[config.mk]
export PLATFORM = sky130hd
export DESIGN_NAME = irpct_top
export DESIGN_NICKNAME = d
export VERILOG_FILES = /design/src/verilog/irpct_pkg.sv /design/src/verilog/irpct_top.sv /design/src/verilog/irpct_down_counter.sv /design/src/verilog/irpct_edge_det.sv
export SDC_FILE = /design/constraint.sdc
export NUM_CORES = 1
export LEC_CHECK = 0
export BUFFER_PORTS_ARGS = -buffer_cell sky130_fd_sc_hd__buf_2
export CORE_MARGIN = 8
export CORE_UTILIZATION = 46
export CTS_BUF_LIST = sky130_fd_sc_hd__clkbuf_8
export CTS_CLUSTER_SIZE = 25
export DETAILED_ROUTE_END_ITERATION = 16
export HOLD_SLACK_MARGIN = 0.1
export MAX_ROUTING_LAYER = met4
export PLACE_DENSITY = 0.69
export RECOVER_POWER = 25
export SLEW_MARGIN = 10
export SYNTH_ARGS = -nofsm -noshare
export SYNTH_HDL_FRONTEND = slang
export SYNTH_HIERARCHICAL = 1
export SYNTH_SLANG_ARGS = --single-unit
[constraint.sdc]
create_clock -name clk -period 3.71 [get_ports clk]
set_clock_uncertainty 0.15 [all_clocks]
set_input_delay 0.371 -clock clk [delete_from_list [all_inputs] [get_ports clk]]
set_output_delay 0.371 -clock clk [all_outputs]
set_load 0.02 [all_outputs]
[src/verilog/irpct_pkg.sv]
// constants, offsets and field positions of the pulse counter/timer pair
package irpct_pkg;
  localparam logic [7:0] ADDR_NTC   = 8'h00;
  localparam logic [7:0] ADDR_SHR   = 8'h01;
  localparam logic [7:0] ADDR_WTC   = 8'h02;
  localparam logic [7:0] ADDR_NRLD  = 8'h03;
  localparam logic [7:0] ADDR_WRLO  = 8'h04;
  localparam logic [7:0] ADDR_WRHI  = 8'h05;
  localparam logic [7:0] ADDR_CAPLO = 8'h06;
  localparam logic [7:0] ADDR_CAPHI = 8'h07;
  localparam int BIT_EN     = 7;
  localparam int BIT_SINGLE = 6;
  localparam int BIT_TO     = 5;
  localparam int BIT_CLK_HI = 4;
  localparam int BIT_CLK_LO = 3;
  localparam int BIT_CAP_IE = 2;
  localparam int BIT_CNT_IE = 1;
  localparam int BIT_ROUTE  = 0;
  localparam int BIT_MODE   = 7;
  localparam int BIT_SEL    = 6;
  localparam int BIT_INIT8  = 1;
  localparam int BIT_INIT16 = 0;
  localparam logic [7:0]  SHR_RST   = 8'h00;
  localparam logic [7:0]  NRLD_RST  = 8'hFF;
  localparam logic [15:0] WRLD_RST  = 16'hFFFF;
  localparam logic [7:0]  T8_MAX    = 8'hFF;
  localparam logic [15:0] T16_MAX   = 16'hFFFF;
  localparam logic [1:0]  LOGIC_AND  = 2'h0;
  localparam logic [1:0]  LOGIC_OR   = 2'h1;
  localparam logic [1:0]  LOGIC_NOR  = 2'h2;
  localparam logic [1:0]  SUB_PP     = 2'h1;
  localparam logic [1:0]  SUB_LOW    = 2'h2;
  localparam logic [1:0]  SUB_HIGH   = 2'h3;
  localparam logic [1:0]  EDGE_FALL  = 2'h0;
  localparam logic [1:0]  EDGE_RISE  = 2'h1;
  localparam logic [1:0]  EDGE_BOTH  = 2'h2;
  localparam logic [1:0]  FILT_4     = 2'h1;
  localparam logic [1:0]  FILT_8     = 2'h2;
  localparam logic [3:0]  FILT_4_CYC = 4'h4;
  localparam logic [3:0]  FILT_8_CYC = 4'h8;
endpackage

[src/verilog/irpct_top.sv]
// eight- and sixteen-bit pulse counter/timers with register port
`timescale 1ns/1ns
module irpct_top
  import irpct_pkg::*;
(
  // clock, reset, enable
  input  wire logic       clk,
  input  wire logic       rst_n,
  input  wire logic       ce,
  // register port
  input  wire logic [7:0] addr,
  input  wire logic [7:0] wdata,
  input  wire logic       wr,
  input  wire logic       rd,
  output logic      [7:0] rdata_q,
  // ordinary port output values
  input  wire logic       port3_bit4_port_val,
  input  wire logic       port3_bit6_port_val,
  // receiver pins
  input  wire logic       port3_bit1_pin,
  input  wire logic       port2_bit0_pin,
  // emitter pins
  output logic            port3_bit4_pin_q,
  output logic            port3_bit6_pin_q,
  // interrupt requests
  output logic            narrow_timer_irq_q,
  output logic            capture_irq_q
);
  import irpct_pkg::*;

  // narrow_timer_control fields
  logic       t8_en_q;
  logic       t8_single_q;
  logic       t8_to_q;
  logic [1:0] t8_clk_q;
  logic       cap_ie_q;
  logic       cnt_ie_q;
  logic       route_q;
  // shared_timer_control
  logic [7:2] shr_q;
  logic [1:0] shr_lo_q;
  // wide_timer_control fields
  logic       t16_en_q;
  logic       t16_single_q;
  logic       t16_to_q;
  // reloads and captures
  logic [7:0]  nrld_q;
  logic [15:0] wrld_q;
  logic [7:0]  cap_lo_q;
  logic [7:0]  cap_hi_q;
  // outputs and prescaler
  logic        narrow_timer_output_q;
  logic        wide_timer_output_q;
  logic [2:0]  pre_q;

  logic        wr_ntc;
  logic        wr_shr;
  logic        wr_wtc;
  logic        demod;
  logic        pp;
  logic [1:0]  sub;
  logic        t8_tick;
  logic [7:0]  t8_cnt;
  logic        t8_zero;
  logic        t8_tc;
  logic        t8_start;
  logic        t8_stop;
  logic        t8_load;
  logic [15:0] t16_cnt;
  logic        t16_zero;
  logic        t16_tc;
  logic        t16_start;
  logic        t16_stop;
  logic        t16_load;
  logic        demod_in;
  logic        rise;
  logic        fall;
  logic        cap_evt;
  logic        comb_out;
  logic [7:0]  rd_mux;

  assign wr_ntc = wr && addr == ADDR_NTC;
  assign wr_shr = wr && addr == ADDR_SHR;
  assign wr_wtc = wr && addr == ADDR_WTC;
  assign demod  = shr_q[BIT_MODE];
  assign sub    = shr_q[3:2];
  assign pp     = !demod && sub == SUB_PP;

  // free-running prescaler; enabling mid-period gives a short first tick
  always_ff @(posedge clk or negedge rst_n)
  begin
    if (!rst_n)
      pre_q <= 3'h0;
    else if (ce)
      pre_q <= pre_q + 3'h1;
  end

  always_comb
  begin
    case (t8_clk_q)
      2'h0:    t8_tick = 1'b1;
      2'h1:    t8_tick = pre_q[0];
      2'h2:    t8_tick = &pre_q[1:0];
      default: t8_tick = &pre_q;
    endcase
  end

  // narrow timer sequencing
  assign t8_tc    = t8_en_q && t8_tick && t8_zero;
  assign t8_start = (wr_ntc && wdata[BIT_EN] && !t8_en_q)
                    || (pp && t16_tc);
  assign t8_stop  = (wr_ntc && !wdata[BIT_EN])
                    || (t8_tc && !demod && (t8_single_q || pp));
  assign cap_evt  = demod && t8_en_q && (rise || fall);
  assign t8_load  = t8_start || (t8_tc && !t8_stop) || cap_evt;

  irpct_down_counter #(
    .W (8)
  ) u_t8 (
    .clk      (clk),
    .rst_n    (rst_n),
    .ce       (ce),
    .load     (t8_load),
    .load_val ((demod || cap_evt) ? T8_MAX : nrld_q),
    .dec      (t8_en_q && t8_tick && !t8_zero),
    .cnt_q    (t8_cnt),
    .zero     (t8_zero)
  );

  // wide timer sequencing, ticks on every enabled cycle
  assign t16_tc    = t16_en_q && t16_zero;
  assign t16_start = (wr_wtc && wdata[BIT_EN] && !t16_en_q)
                     || (pp && t8_tc);
  assign t16_stop  = (wr_wtc && !wdata[BIT_EN])
                     || (t16_tc && !demod && (t16_single_q || pp));
  assign t16_load  = t16_start || (t16_tc && !t16_stop)
                     || (demod && t16_en_q && !t16_single_q
                         && (rise || fall));

  irpct_down_counter #(
    .W (16)
  ) u_t16 (
    .clk      (clk),
    .rst_n    (rst_n),
    .ce       (ce),
    .load     (t16_load),
    .load_val (demod ? T16_MAX : wrld_q),
    .dec      (t16_en_q && !t16_zero),
    .cnt_q    (t16_cnt),
    .zero     (t16_zero)
  );

  // demodulator input select and edge detection
  assign demod_in = shr_q[BIT_SEL] ? port2_bit0_pin : port3_bit1_pin;

  irpct_edge_det u_edge (
    .clk      (clk),
    .rst_n    (rst_n),
    .ce       (ce && demod),
    .filt_sel (shr_q[3:2]),
    .edge_sel (shr_q[5:4]),
    .din      (demod_in),
    .rise_q   (rise),
    .fall_q   (fall)
  );

  // narrow_timer_control register
  always_ff @(posedge clk or negedge rst_n)
  begin
    if (!rst_n)
    begin
      t8_en_q     <= 1'b0;
      t8_single_q <= 1'b0;
      t8_clk_q    <= 2'h0;
      cap_ie_q    <= 1'b0;
      cnt_ie_q    <= 1'b0;
      route_q     <= 1'b0;
    end
    else if (ce)
    begin
      if (t8_start)
        t8_en_q <= 1'b1;
      else if (t8_stop)
        t8_en_q <= 1'b0;
      if (wr_ntc)
      begin
        t8_single_q <= wdata[BIT_SINGLE];
        t8_clk_q    <= wdata[BIT_CLK_HI:BIT_CLK_LO];
        cap_ie_q    <= wdata[BIT_CAP_IE];
        cnt_ie_q    <= wdata[BIT_CNT_IE];
        route_q     <= wdata[BIT_ROUTE];
      end
    end
  end

  // timeout flags: a new timeout beats a same-cycle clear
  always_ff @(posedge clk or negedge rst_n)
  begin
    if (!rst_n)
    begin
      t8_to_q  <= 1'b0;
      t16_to_q <= 1'b0;
    end
    else if (ce)
    begin
      t8_to_q  <= t8_tc
                  || (t8_to_q && !(wr_ntc && wdata[BIT_TO]));
      t16_to_q <= t16_tc
                  || (t16_to_q && !(wr_wtc && wdata[BIT_TO]));
    end
  end

  // wide_timer_control register
  always_ff @(posedge clk or negedge rst_n)
  begin
    if (!rst_n)
    begin
      t16_en_q     <= 1'b0;
      t16_single_q <= 1'b0;
    end
    else if (ce)
    begin
      if (t16_start)
        t16_en_q <= 1'b1;
      else if (t16_stop)
        t16_en_q <= 1'b0;
      if (wr_wtc)
        t16_single_q <= wdata[BIT_SINGLE];
    end
  end

  // shared_timer_control; low bits are edge flags in demodulation
  always_ff @(posedge clk or negedge rst_n)
  begin
    if (!rst_n)
    begin
      shr_q    <= SHR_RST[7:2];
      shr_lo_q <= SHR_RST[1:0];
    end
    else if (ce)
    begin
      if (wr_shr)
        shr_q <= wdata[7:2];
      if (demod)
      begin
        shr_lo_q[BIT_INIT8]  <= rise || (shr_lo_q[BIT_INIT8]
                                && !(wr_shr && wdata[BIT_INIT8]));
        shr_lo_q[BIT_INIT16] <= fall || (shr_lo_q[BIT_INIT16]
                                && !(wr_shr && wdata[BIT_INIT16]));
      end
      else if (wr_shr)
        shr_lo_q <= wdata[1:0];
    end
  end

  // reload values and edge captures
  always_ff @(posedge clk or negedge rst_n)
  begin
    if (!rst_n)
    begin
      nrld_q   <= NRLD_RST;
      wrld_q   <= WRLD_RST;
      cap_lo_q <= 8'h00;
      cap_hi_q <= 8'h00;
    end
    else if (ce)
    begin
      if (wr && addr == ADDR_NRLD)
        nrld_q <= wdata;
      if (wr && addr == ADDR_WRLO)
        wrld_q[7:0] <= wdata;
      if (wr && addr == ADDR_WRHI)
        wrld_q[15:8] <= wdata;
      // elapsed ticks since last reload to the maximum
      if (cap_evt && fall)
        cap_lo_q <= ~t8_cnt;
      if (cap_evt && rise)
        cap_hi_q <= ~t8_cnt;
    end
  end

  // timer output levels
  always_ff @(posedge clk or negedge rst_n)
  begin
    if (!rst_n)
    begin
      narrow_timer_output_q  <= 1'b1;
      wide_timer_output_q <= 1'b1;
    end
    else if (ce)
    begin
      if (t8_start)
        narrow_timer_output_q <= shr_lo_q[BIT_INIT8];
      else if (!t8_en_q)
        narrow_timer_output_q <= ~shr_lo_q[BIT_INIT8];
      else if (t8_tc)
        narrow_timer_output_q <= ~narrow_timer_output_q;
      if (sub == SUB_LOW)
        wide_timer_output_q <= 1'b0;
      else if (sub == SUB_HIGH)
        wide_timer_output_q <= 1'b1;
      else if (t16_start)
        wide_timer_output_q <= shr_lo_q[BIT_INIT16];
      else if (!t16_en_q)
        wide_timer_output_q <= ~shr_lo_q[BIT_INIT16];
      else if (t16_tc)
        wide_timer_output_q <= ~wide_timer_output_q;
    end
  end

  always_comb
  begin
    case (shr_q[5:4])
      LOGIC_AND: comb_out = narrow_timer_output_q & wide_timer_output_q;
      LOGIC_OR:  comb_out = narrow_timer_output_q | wide_timer_output_q;
      LOGIC_NOR: comb_out = ~(narrow_timer_output_q | wide_timer_output_q);
      default:   comb_out = ~(narrow_timer_output_q & wide_timer_output_q);
    endcase
  end

  // pins and interrupt requests, all registered
  always_ff @(posedge clk or negedge rst_n)
  begin
    if (!rst_n)
    begin
      port3_bit4_pin_q   <= 1'b0;
      port3_bit6_pin_q   <= 1'b0;
      narrow_timer_irq_q <= 1'b0;
      capture_irq_q      <= 1'b0;
    end
    else if (ce)
    begin
      port3_bit4_pin_q   <= route_q ? narrow_timer_output_q : port3_bit4_port_val;
      port3_bit6_pin_q   <= (!demod && shr_q[BIT_SEL]) ? comb_out
                            : port3_bit6_port_val;
      narrow_timer_irq_q <= t8_tc && cnt_ie_q;
      capture_irq_q      <= cap_evt && cap_ie_q;
    end
  end

  // read mux; unmapped addresses read zero
  always_comb
  begin
    case (addr)
      ADDR_NTC:   rd_mux = {t8_en_q, t8_single_q, t8_to_q, t8_clk_q,
                            cap_ie_q, cnt_ie_q, route_q};
      ADDR_SHR:   rd_mux = {shr_q, shr_lo_q};
      ADDR_WTC:   rd_mux = {t16_en_q, t16_single_q, t16_to_q, 5'h00};
      ADDR_NRLD:  rd_mux = nrld_q;
      ADDR_WRLO:  rd_mux = wrld_q[7:0];
      ADDR_WRHI:  rd_mux = wrld_q[15:8];
      ADDR_CAPLO: rd_mux = cap_lo_q;
      ADDR_CAPHI: rd_mux = cap_hi_q;
      default:    rd_mux = 8'h00;
    endcase
  end

  always_ff @(posedge clk or negedge rst_n)
  begin
    if (!rst_n)
      rdata_q <= 8'h00;
    else if (ce)
      rdata_q <= rd ? rd_mux : 8'h00;
  end
endmodule

[src/verilog/irpct_down_counter.sv]
// loadable down counter shared by both timers
`timescale 1ns/1ns
module irpct_down_counter #(
  parameter int W = 8
) (
  // clock and reset
  input  wire logic         clk,
  input  wire logic         rst_n,
  input  wire logic         ce,
  // control
  input  wire logic         load,
  input  wire logic [W-1:0] load_val,
  input  wire logic         dec,
  // state
  output logic      [W-1:0] cnt_q,
  output logic              zero
);
  always_ff @(posedge clk or negedge rst_n)
  begin
    if (!rst_n)
      cnt_q <= '0;
    else if (ce)
    begin
      if (load)
        cnt_q <= load_val;
      else if (dec)
        cnt_q <= cnt_q - W'(1);
    end
  end

  assign zero = (cnt_q == '0);
endmodule

[src/verilog/irpct_edge_det.sv]
// glitch filter and edge detector for the demodulator input
`timescale 1ns/1ns
module irpct_edge_det
  import irpct_pkg::*;
(
  // clock and reset
  input  wire logic       clk,
  input  wire logic       rst_n,
  input  wire logic       ce,
  // setup
  input  wire logic [1:0] filt_sel,
  input  wire logic [1:0] edge_sel,
  // input and events
  input  wire logic       din,
  output logic            rise_q,
  output logic            fall_q
);
  logic       stable_q;
  logic       prev_q;
  logic [3:0] run_q;
  logic [3:0] need;
  logic       filt_on;

  assign filt_on = (filt_sel == FILT_4) || (filt_sel == FILT_8);
  assign need    = (filt_sel == FILT_4) ? FILT_4_CYC : FILT_8_CYC;

  // reserved filter code behaves as no filter
  always_ff @(posedge clk or negedge rst_n)
  begin
    if (!rst_n)
    begin
      // receiver idles high; a low seed would fake an edge on mode entry
      stable_q <= 1'b1;
      run_q    <= 4'h0;
    end
    else if (ce)
    begin
      if (!filt_on || din == stable_q)
      begin
        run_q <= 4'h0;
        if (!filt_on)
          stable_q <= din;
      end
      else if (run_q == need - 4'h1)
      begin
        stable_q <= din;
        run_q    <= 4'h0;
      end
      else
        run_q <= run_q + 4'h1;
    end
  end

  always_ff @(posedge clk or negedge rst_n)
  begin
    if (!rst_n)
    begin
      prev_q <= 1'b1;
      rise_q <= 1'b0;
      fall_q <= 1'b0;
    end
    else if (ce)
    begin
      prev_q <= stable_q;
      rise_q <= stable_q & ~prev_q
                & (edge_sel == EDGE_RISE || edge_sel == EDGE_BOTH);
      fall_q <= ~stable_q & prev_q
                & (edge_sel == EDGE_FALL || edge_sel == EDGE_BOTH);
    end
  end
endmodule

==> results of run 1 <==
per-stage QoR:
| step | utilization [%] | hold slack, ns | power (mW) |
|---|---|---|---|
| after floorplan | - | -0.0746 | 1.78 |
| after global placement | 49.8 | 0.314 | 1.93 |
| after detailed placement | 49.8 | 0.321 | 1.96 |
| after CTS | 51.6 | 0.108 | 2.75 |
| after global routing | 51.6 | 0.121 | 2.87 |
| final | 51.6 | 0.116 | 2.73 |
layer usage:
| metal | part of all wire, % | wire (µm) | global-route usage, % | vias to the layer above |
|---|---|---|---|---|
| met1 | 44 | 7330 | 24.8 | 2482 |
| met5 | 0 | 0 | - | - |
| met2 | 47 | 7780 | 30.3 | 188 |
| met3 | 5.6 | 928 | 4.34 | 31 |
| met4 | 2.8 | 468 | 6.75 | 0 |
| li1 | - | - | - | 2349 |
state kept, by name, indices dropped and copies added, names as in the netlist, 2 cells and up:
signal        count
cap_hi_q          8
cap_lo_q          8
nrld_q            8
pre_q             3
rdata_q           8
shr_lo_q          2
shr_q             6
t8_clk_q          2
u_edge/run_q      4
u_t16/cnt_q      16
u_t8/cnt_q        8
wrld_q           16
kinds of logic after synthesis:
kind of cell,count (synthesis)
AO/OA/AOI/OAI,162
XOR/XNOR,3
adder cells (fa/ha/maj),9
buffers and inverters,65
flip-flops,108
multiplexers,62
AND/OR/NAND/NOR,208
path summary, 6_finish.rpt:
| path | startpoint | slack [ns] | end | depth (start not counted) |
|---|---|---|---|---|
| worst min register to register | cap_hi_q[3] | 0.34 | cap_hi_q[3] | 2 |
| worst max register to register | u_t16/cnt_q[0] | 0.31 | u_t16/cnt_q[12] | 13 |
| worst min-delay path | port3_bit4_port_val | 0.12 | port3_bit4_pin_q | 3 |
| max in group asynchronous | rst_n | 1.46 | rdata_q[1] | 2 |
| worst max-delay path | u_t16/cnt_q[0] | 0.31 | u_t16/cnt_q[12] | 13 |
| min in group asynchronous | rst_n | 0.86 | u_edge/run_q[3] | 2 |
what timing repair did:
action,4_1_cts,5_1_grt
setup endpoints to repair,0,14
resized for setup,0,3
endpoints found under the hold margin,67,0
hold buffers,2,0
power by group:
part,switching [mW],internal [mW]
registers,0.144,1.31
logic,0.279,0.207
clock network,0.445,0.342
total,0.868,1.86
critical path, cell delays in order, from the launching register on:
cell	delay (ns)
sky130_fd_sc_hd__dfrtp_1	0.41
sky130_fd_sc_hd__inv_1	0.11
sky130_fd_sc_hd__ha_1	0.20
sky130_fd_sc_hd__nor3b_1	0.30
sky130_fd_sc_hd__nand3_1	0.13
sky130_fd_sc_hd__nor4_2	0.36
sky130_fd_sc_hd__buf_4	0.19
sky130_fd_sc_hd__inv_1	0.03
sky130_fd_sc_hd__o22ai_1	0.10
sky130_fd_sc_hd__a21o_1	0.27
sky130_fd_sc_hd__buf_4	0.25
sky130_fd_sc_hd__clkinvlp_4	0.22
sky130_fd_sc_hd__nand3_1	0.11
sky130_fd_sc_hd__or3b_2	0.44
synth_stat cells, drive strengths merged, types with 15 or more instances:
cell and count:
a21oi 24, buf 18, dfrtp 80, dfstp 28, inv 33, mux2 46, nand2 47, nand3 15
nor2 36, nor3 17, o21ai 52, o22ai 18, or2 26
area by class of cell:
type	instances	area (µm²)
inverter	34	131
clock inverter	6	80.1
multi-input combinational	444	3190
clock buffer	10	138
timing repair buffer	56	332
sequential	108	2740
fill	1218	6410
tap	176	220
==> metrics.json, run 1 <==
{
  "clock_path_buffers": {"value": 2},
  "critical_setup_path_class": {"value": "flop to flop"},
  "crit_path_start_kind": {"value": "flop"},
  "vdd.ir_drop.worst": {"value": 0.268, "unit": "mV"},
  "min_period": {"value": 3.40, "unit": "ns"},
  "leading_area_contributor_after_synthesis": {"value": "sky130_fd_sc_hd__dfrtp_1"},
  "root_buffer_selected_by_cts": {"value": "sky130_fd_sc_hd__clkbuf_8"},
  "p_per_area": {"value": 399, "unit": "nW/µm²"},
  "placed_cell_area": {"value": 6600, "unit": "µm²"},
  "crit_required": {"value": 3.82, "unit": "ns"},
  "grt_setup_unrepaired": {"value": "no"},
  "synth.distinct_cells": {"value": 79},
  "final_common_cell": {"value": "sky130_fd_sc_hd__dfrtp_1"},
  "antenna_left": {"value": 0},
  "post-dp-hpwl": {"value": 11800, "unit": "µm"},
  "overflow": {"value": 0},
  "detailedRoute.firstIterationViolations": {"value": 489},
  "synth_fa_ha_area_share": {"value": 1.81, "unit": "%"},
  "vias": {"value": 5050},
  "antenna_found_initial": {"value": 0},
  "areaGrowthSynthToFinish": {"value": 10.0, "unit": "%"},
  "final_max_slew_viol_count": {"value": 109},
  "final_number_of_hold_violating_endpoints": {"value": 0},
  "post-synth-top-area-fraction": {"value": 32.2, "unit": "%"},
  "route.detailed.vias_per_inst": {"value": 6.06},
  "outcome": {"value": "finished, violations left"},
  "grt_max_degree": {"value": 73},
  "drt_first_pass_iters": {"value": 5},
  "synth_cells": {"value": 617},
  "post-route-worst-setup-slack": {"value": 0.311, "unit": "ns"},
  "ys_top_cells_by_area": {"value": "sky130_fd_sc_hd__dfrtp_1 32%, sky130_fd_sc_hd__dfstp_2 12%, sky130_fd_sc_hd__mux2_2 8.3%, sky130_fd_sc_hd__o21ai_0 3.5%, sky130_fd_sc_hd__nand2_1 2.8%"},
  "gp_congestion": {"value": 0.927},
  "yosysWarningCount": {"value": 6},
  "setup-tns-final": {"value": 0, "unit": "ns"},
  "worstMarginPinSlew": {"value": 1.89, "unit": "ns"},
  "routedWlPerCell": {"value": 19.8, "unit": "µm"},
  "worstPathArrival": {"value": 3.51, "unit": "ns"},
  "synth_fp_nets": {"value": 651},
  "antenna-diode-count": {"value": 0},
  "start_util": {"value": 46.9, "unit": "%"},
  "grt_first_pass_wirelength": {"value": 27000, "unit": "µm"},
  "io-pin-count": {"value": 37},
  "final_cell_count_without_fillers": {"value": 834},
  "rows": {"value": 42},
  "place_inst": {"value": 816},
  "setup_viol": {"value": 0},
  "design.core.area": {"value": 13200, "unit": "µm²"},
  "ys_dominant_reg_cell": {"value": "sky130_fd_sc_hd__dfrtp_1"},
  "multiplexer_fraction_of_the_synthesized_cell_area": {"value": 11.5, "unit": "%"},
  "die_h": {"value": 132, "unit": "µm"},
  "postCtsSetupBuffers": {"value": 0},
  "vias_in_the_first_global_route": {"value": 5013},
  "number_of_enable_type_register_cells_in_the_synthesized_netlist": {"value": 0},
  "numPortBuffers": {"value": 36},
  "grt.total_usage": {"value": 19.6, "unit": "%"},
  "max_clock_freq": {"value": 0.294, "unit": "GHz"},
  "clk_pin_slew": {"value": 0.12, "unit": "ns"},
  "drive_gt1_share": {"value": 28.1, "unit": "%"},
  "final.period_utilization": {"value": 91.6, "unit": "%"},
  "die_w": {"value": 132, "unit": "µm"},
  "critPathMaxFanout": {"value": 14},
  "violated_checks": {"value": "capacitance limit, slew limit"},
  "layout_common_cells": {"value": "80 x sky130_fd_sc_hd__dfrtp_1, 47 x sky130_fd_sc_hd__nand2_1, 46 x sky130_fd_sc_hd__mux2_2"},
  "synth-seq-area-share": {"value": 44.1, "unit": "%"},
  "tritoncts.num_buffers": {"value": 9},
  "cp_endpoint_kind": {"value": "flop"},
  "syn-cell-area": {"value": 6210, "unit": "µm²"},
  "die_area": {"value": 17500, "unit": "µm²"},
  "cts_max_level": {"value": 3},
  "worst_slew_margin_rel": {"value": -25.9, "unit": "%"},
  "fin_area": {"value": 6830, "unit": "µm²"},
  "postSynth.asyncResetShare": {"value": 100, "unit": "%"},
  "postRouteWirelength": {"value": 16500, "unit": "µm"},
  "power_leakage": {"value": 2.79, "unit": "nW"},
  "synth-compound-area-share": {"value": 17.3, "unit": "%"},
  "synth-simple-area-share": {"value": 20.1, "unit": "%"},
  "ys_ff_latch": {"value": 108},
  "syn_avg_cell_area": {"value": 10.1, "unit": "µm²"},
  "hold_path.class": {"value": "input port to flop"},
  "cts_num_sinks": {"value": 108},
  "yosys.area_share.xor_xnor": {"value": 0.544, "unit": "%"},
  "remaining_drc_errors": {"value": 0},
  "clk_latency": {"value": 0.40, "unit": "ns"},
  "cts_tree": {"value": "built"},
  "synth_top_family_by_area": {"value": "simple AND/OR/NAND/NOR gates"},
  "max_cap_violations": {"value": 2},
  "nNetsFinal": {"value": 687},
  "dp_slack": {"value": 0.158, "unit": "ns"}
}
Note: power is estimated with default switching activity, not from simulation.
==> run 2: changes to the inputs <==
ABC_CLOCK_PERIOD_IN_PS = 3710   (was default)
HOLD_SLACK_MARGIN = 0.15   (was 0.1)
==> run 2 against run 1 <==
The run still ends with capacitance limit, slew limit left. Maximum frequency down 0.86%. Design area up 0.15%. First-iteration DRC count down 6.1%. Non-clock buffer count up 1. Global-route usage about the same. Total power about the same. Count of clock-buffer cells in the layout unchanged. Sequential cell count unchanged. Clock power about the same. Critical path depth unchanged. Worst hold slack better by 0.057 ns.
==> metrics.json, run 2 (synthesis results as in run 1) <==
{
  "grt_setup_unrepaired": {"value": "no"},
  "clk_latency": {"value": 0.40, "unit": "ns"},
  "critical_path.cell_chain": {"value": "inv_1, ha_1, nor3b_1, nand3_1, nor4_2, buf_4, inv_1, o22ai_1, a21o_1, buf_4, clkinvlp_4, nand3_1, or3b_2"},
  "violated_checks": {"value": "capacitance limit, slew limit"},
  "remaining_drc_errors": {"value": 0},
  "route.detailed.vias_per_inst": {"value": 6.10},
  "multi_input_area": {"value": 3190, "unit": "µm²"},
  "crit_required": {"value": 3.82, "unit": "ns"},
  "final.period_utilization": {"value": 92.4, "unit": "%"},
  "outcome": {"value": "finished, violations left"},
  "antenna_found_initial": {"value": 0},
  "vias_in_the_first_global_route": {"value": 5016},
  "min_period": {"value": 3.43, "unit": "ns"},
  "drive_gt1_share": {"value": 28.1, "unit": "%"},
  "start_util": {"value": 46.9, "unit": "%"},
  "die_h": {"value": 132, "unit": "µm"},
  "critical_setup_path_class": {"value": "flop to flop"},
  "power_leakage": {"value": 2.80, "unit": "nW"},
  "tritoncts.num_buffers": {"value": 9},
  "rows": {"value": 42},
  "numPortBuffers": {"value": 36},
  "postRouteWirelength": {"value": 16600, "unit": "µm"},
  "path_buf_inv": {"value": 5},
  "drt_first_pass_iters": {"value": 6},
  "die_w": {"value": 132, "unit": "µm"},
  "root_buffer_selected_by_cts": {"value": "sky130_fd_sc_hd__clkbuf_8"},
  "vdd.ir_drop.worst": {"value": 0.267, "unit": "mV"},
  "final_number_of_hold_violating_endpoints": {"value": 0},
  "post-dp-hpwl": {"value": 11800, "unit": "µm"},
  "overflow": {"value": 0},
  "hold_path.class": {"value": "input port to flop"},
  "max_cap_violations": {"value": 2},
  "worst_slew_margin_rel": {"value": -24.2, "unit": "%"},
  "max_stage_delay": {"value": 0.44, "unit": "ns"},
  "vias": {"value": 5094},
  "setup_viol": {"value": 0},
  "regArea": {"value": 2740, "unit": "µm²"},
  "grt.total_usage": {"value": 19.6, "unit": "%"},
  "gp_congestion": {"value": 0.927},
  "finalPower": {"value": 2.73, "unit": "mW"},
  "final_max_slew_viol_count": {"value": 109},
  "worst_path_dominant_cell_family": {"value": "simple AND/OR/NAND/NOR gates"},
  "worstMarginPinSlew": {"value": 1.86, "unit": "ns"},
  "antenna_left": {"value": 0},
  "crit_path_start_kind": {"value": "flop"},
  "layout_common_cells": {"value": "80 x sky130_fd_sc_hd__dfrtp_1, 47 x sky130_fd_sc_hd__nand2_1, 46 x sky130_fd_sc_hd__mux2_2"},
  "setup-tns-final": {"value": 0, "unit": "ns"},
  "p_per_area": {"value": 399, "unit": "nW/µm²"},
  "cts_max_level": {"value": 3},
  "design.core.area": {"value": 13200, "unit": "µm²"},
  "io-pin-count": {"value": 37},
  "clock_path_buffers": {"value": 2},
  "max_clock_freq": {"value": 0.292, "unit": "GHz"},
  "filler_cell_count": {"value": 1217},
  "final_common_cell": {"value": "sky130_fd_sc_hd__dfrtp_1"},
  "grt_first_pass_wirelength": {"value": 27000, "unit": "µm"},
  "nNetsFinal": {"value": 688},
  "worstPathArrival": {"value": 3.54, "unit": "ns"},
  "grt_max_degree": {"value": 73},
  "cts_num_sinks": {"value": 108},
  "die_area": {"value": 17500, "unit": "µm²"},
  "routedWlPerCell": {"value": 19.9, "unit": "µm"},
  "antenna-diode-count": {"value": 0},
  "clk_pin_slew": {"value": 0.10, "unit": "ns"},
  "cp_endpoint_kind": {"value": "flop"},
  "biggestRegsByFlops": {"value": "u_t16/cnt_q: 16 flops, wrld_q: 16 flops"},
  "cts_tree": {"value": "built"},
  "critPathMaxFanout": {"value": 14},
  "areaGrowthSynthToFinish": {"value": 10.2, "unit": "%"},
  "critPathSlowestCell": {"value": "sky130_fd_sc_hd__or3b_2"},
  "detailedRoute.firstIterationViolations": {"value": 459}
}
[run 2: worst min-delay path, stage by stage]
cell and delay [ns]:
sky130_fd_sc_hd__buf_2 0.17, sky130_fd_sc_hd__nand2_1 0.07, sky130_fd_sc_hd__o21ai_0 0.07
[run 2: routing by layer]
metal / track usage (%) / vias to the layer above / share of wire, %
li1: - / 2353 / -
met1: 24.8 / 2503 / 44
met2: 30.3 / 204 / 47
met3: 4.34 / 34 / 6.0
met4: 6.75 / 0 / 3.0
met5: - / - / 0
[run 2: path summary, 6_finish.rpt]
kind	start	endpoint	slack, ns	depth (start not counted)
setup / recovery	u_t16/cnt_q[0]	u_t16/cnt_q[12]	0.28	13
hold / removal	wdata[7]	shr_q[7]	0.17	3
setup reg to reg	u_t16/cnt_q[0]	u_t16/cnt_q[12]	0.28	13
hold reg to reg	cap_hi_q[3]	cap_hi_q[3]	0.34	2
max in group asynchronous	rst_n	rdata_q[1]	1.45	2
min in group asynchronous	rst_n	u_edge/run_q[3]	0.86	2
[run 2: report_power, final]
part	internal (mW)	switching [mW]	leakage, nW
combinational	0.208	0.280	1.38
sequential	1.31	0.145	1.31
clock	0.342	0.444	0.106
total	1.86	0.868	2.80
[run 2: final cells by class]
class                           instances  share of cell area (%)
Clock buffer                           10                    2.01
Clock inverter                          6                    1.17
Inverter                               34                    1.92
Multi-Input combinational cell        444                    46.7
Sequential cell                       108                    40.0
Tap cell                              176                    3.22
Timing Repair Buffer                   57                    4.99
[run 2: repair_timing]
action	4_1_cts	5_1_grt
setup endpoints to repair	0	14
endpoints found under the hold margin	68	0
hold buffers	3	0
gates resized for setup	0	3
buffers inserted	0	0
[run 2: metrics by stage]
stage          util, %  hold slack, ns  std cells  instance area, µm²  setup WS (ns)
4_1_cts           51.7           0.151        835                6850          0.119
2_1_floorplan        -         -0.0746        617                6210          0.466
6_report          51.7           0.173        835                6840          0.281
5_1_grt           51.7           0.168        835                6840         0.0647
3_5_place_dp      49.8           0.321        816                6600          0.158
3_3_place_gp      49.8           0.314        816                6600          0.209
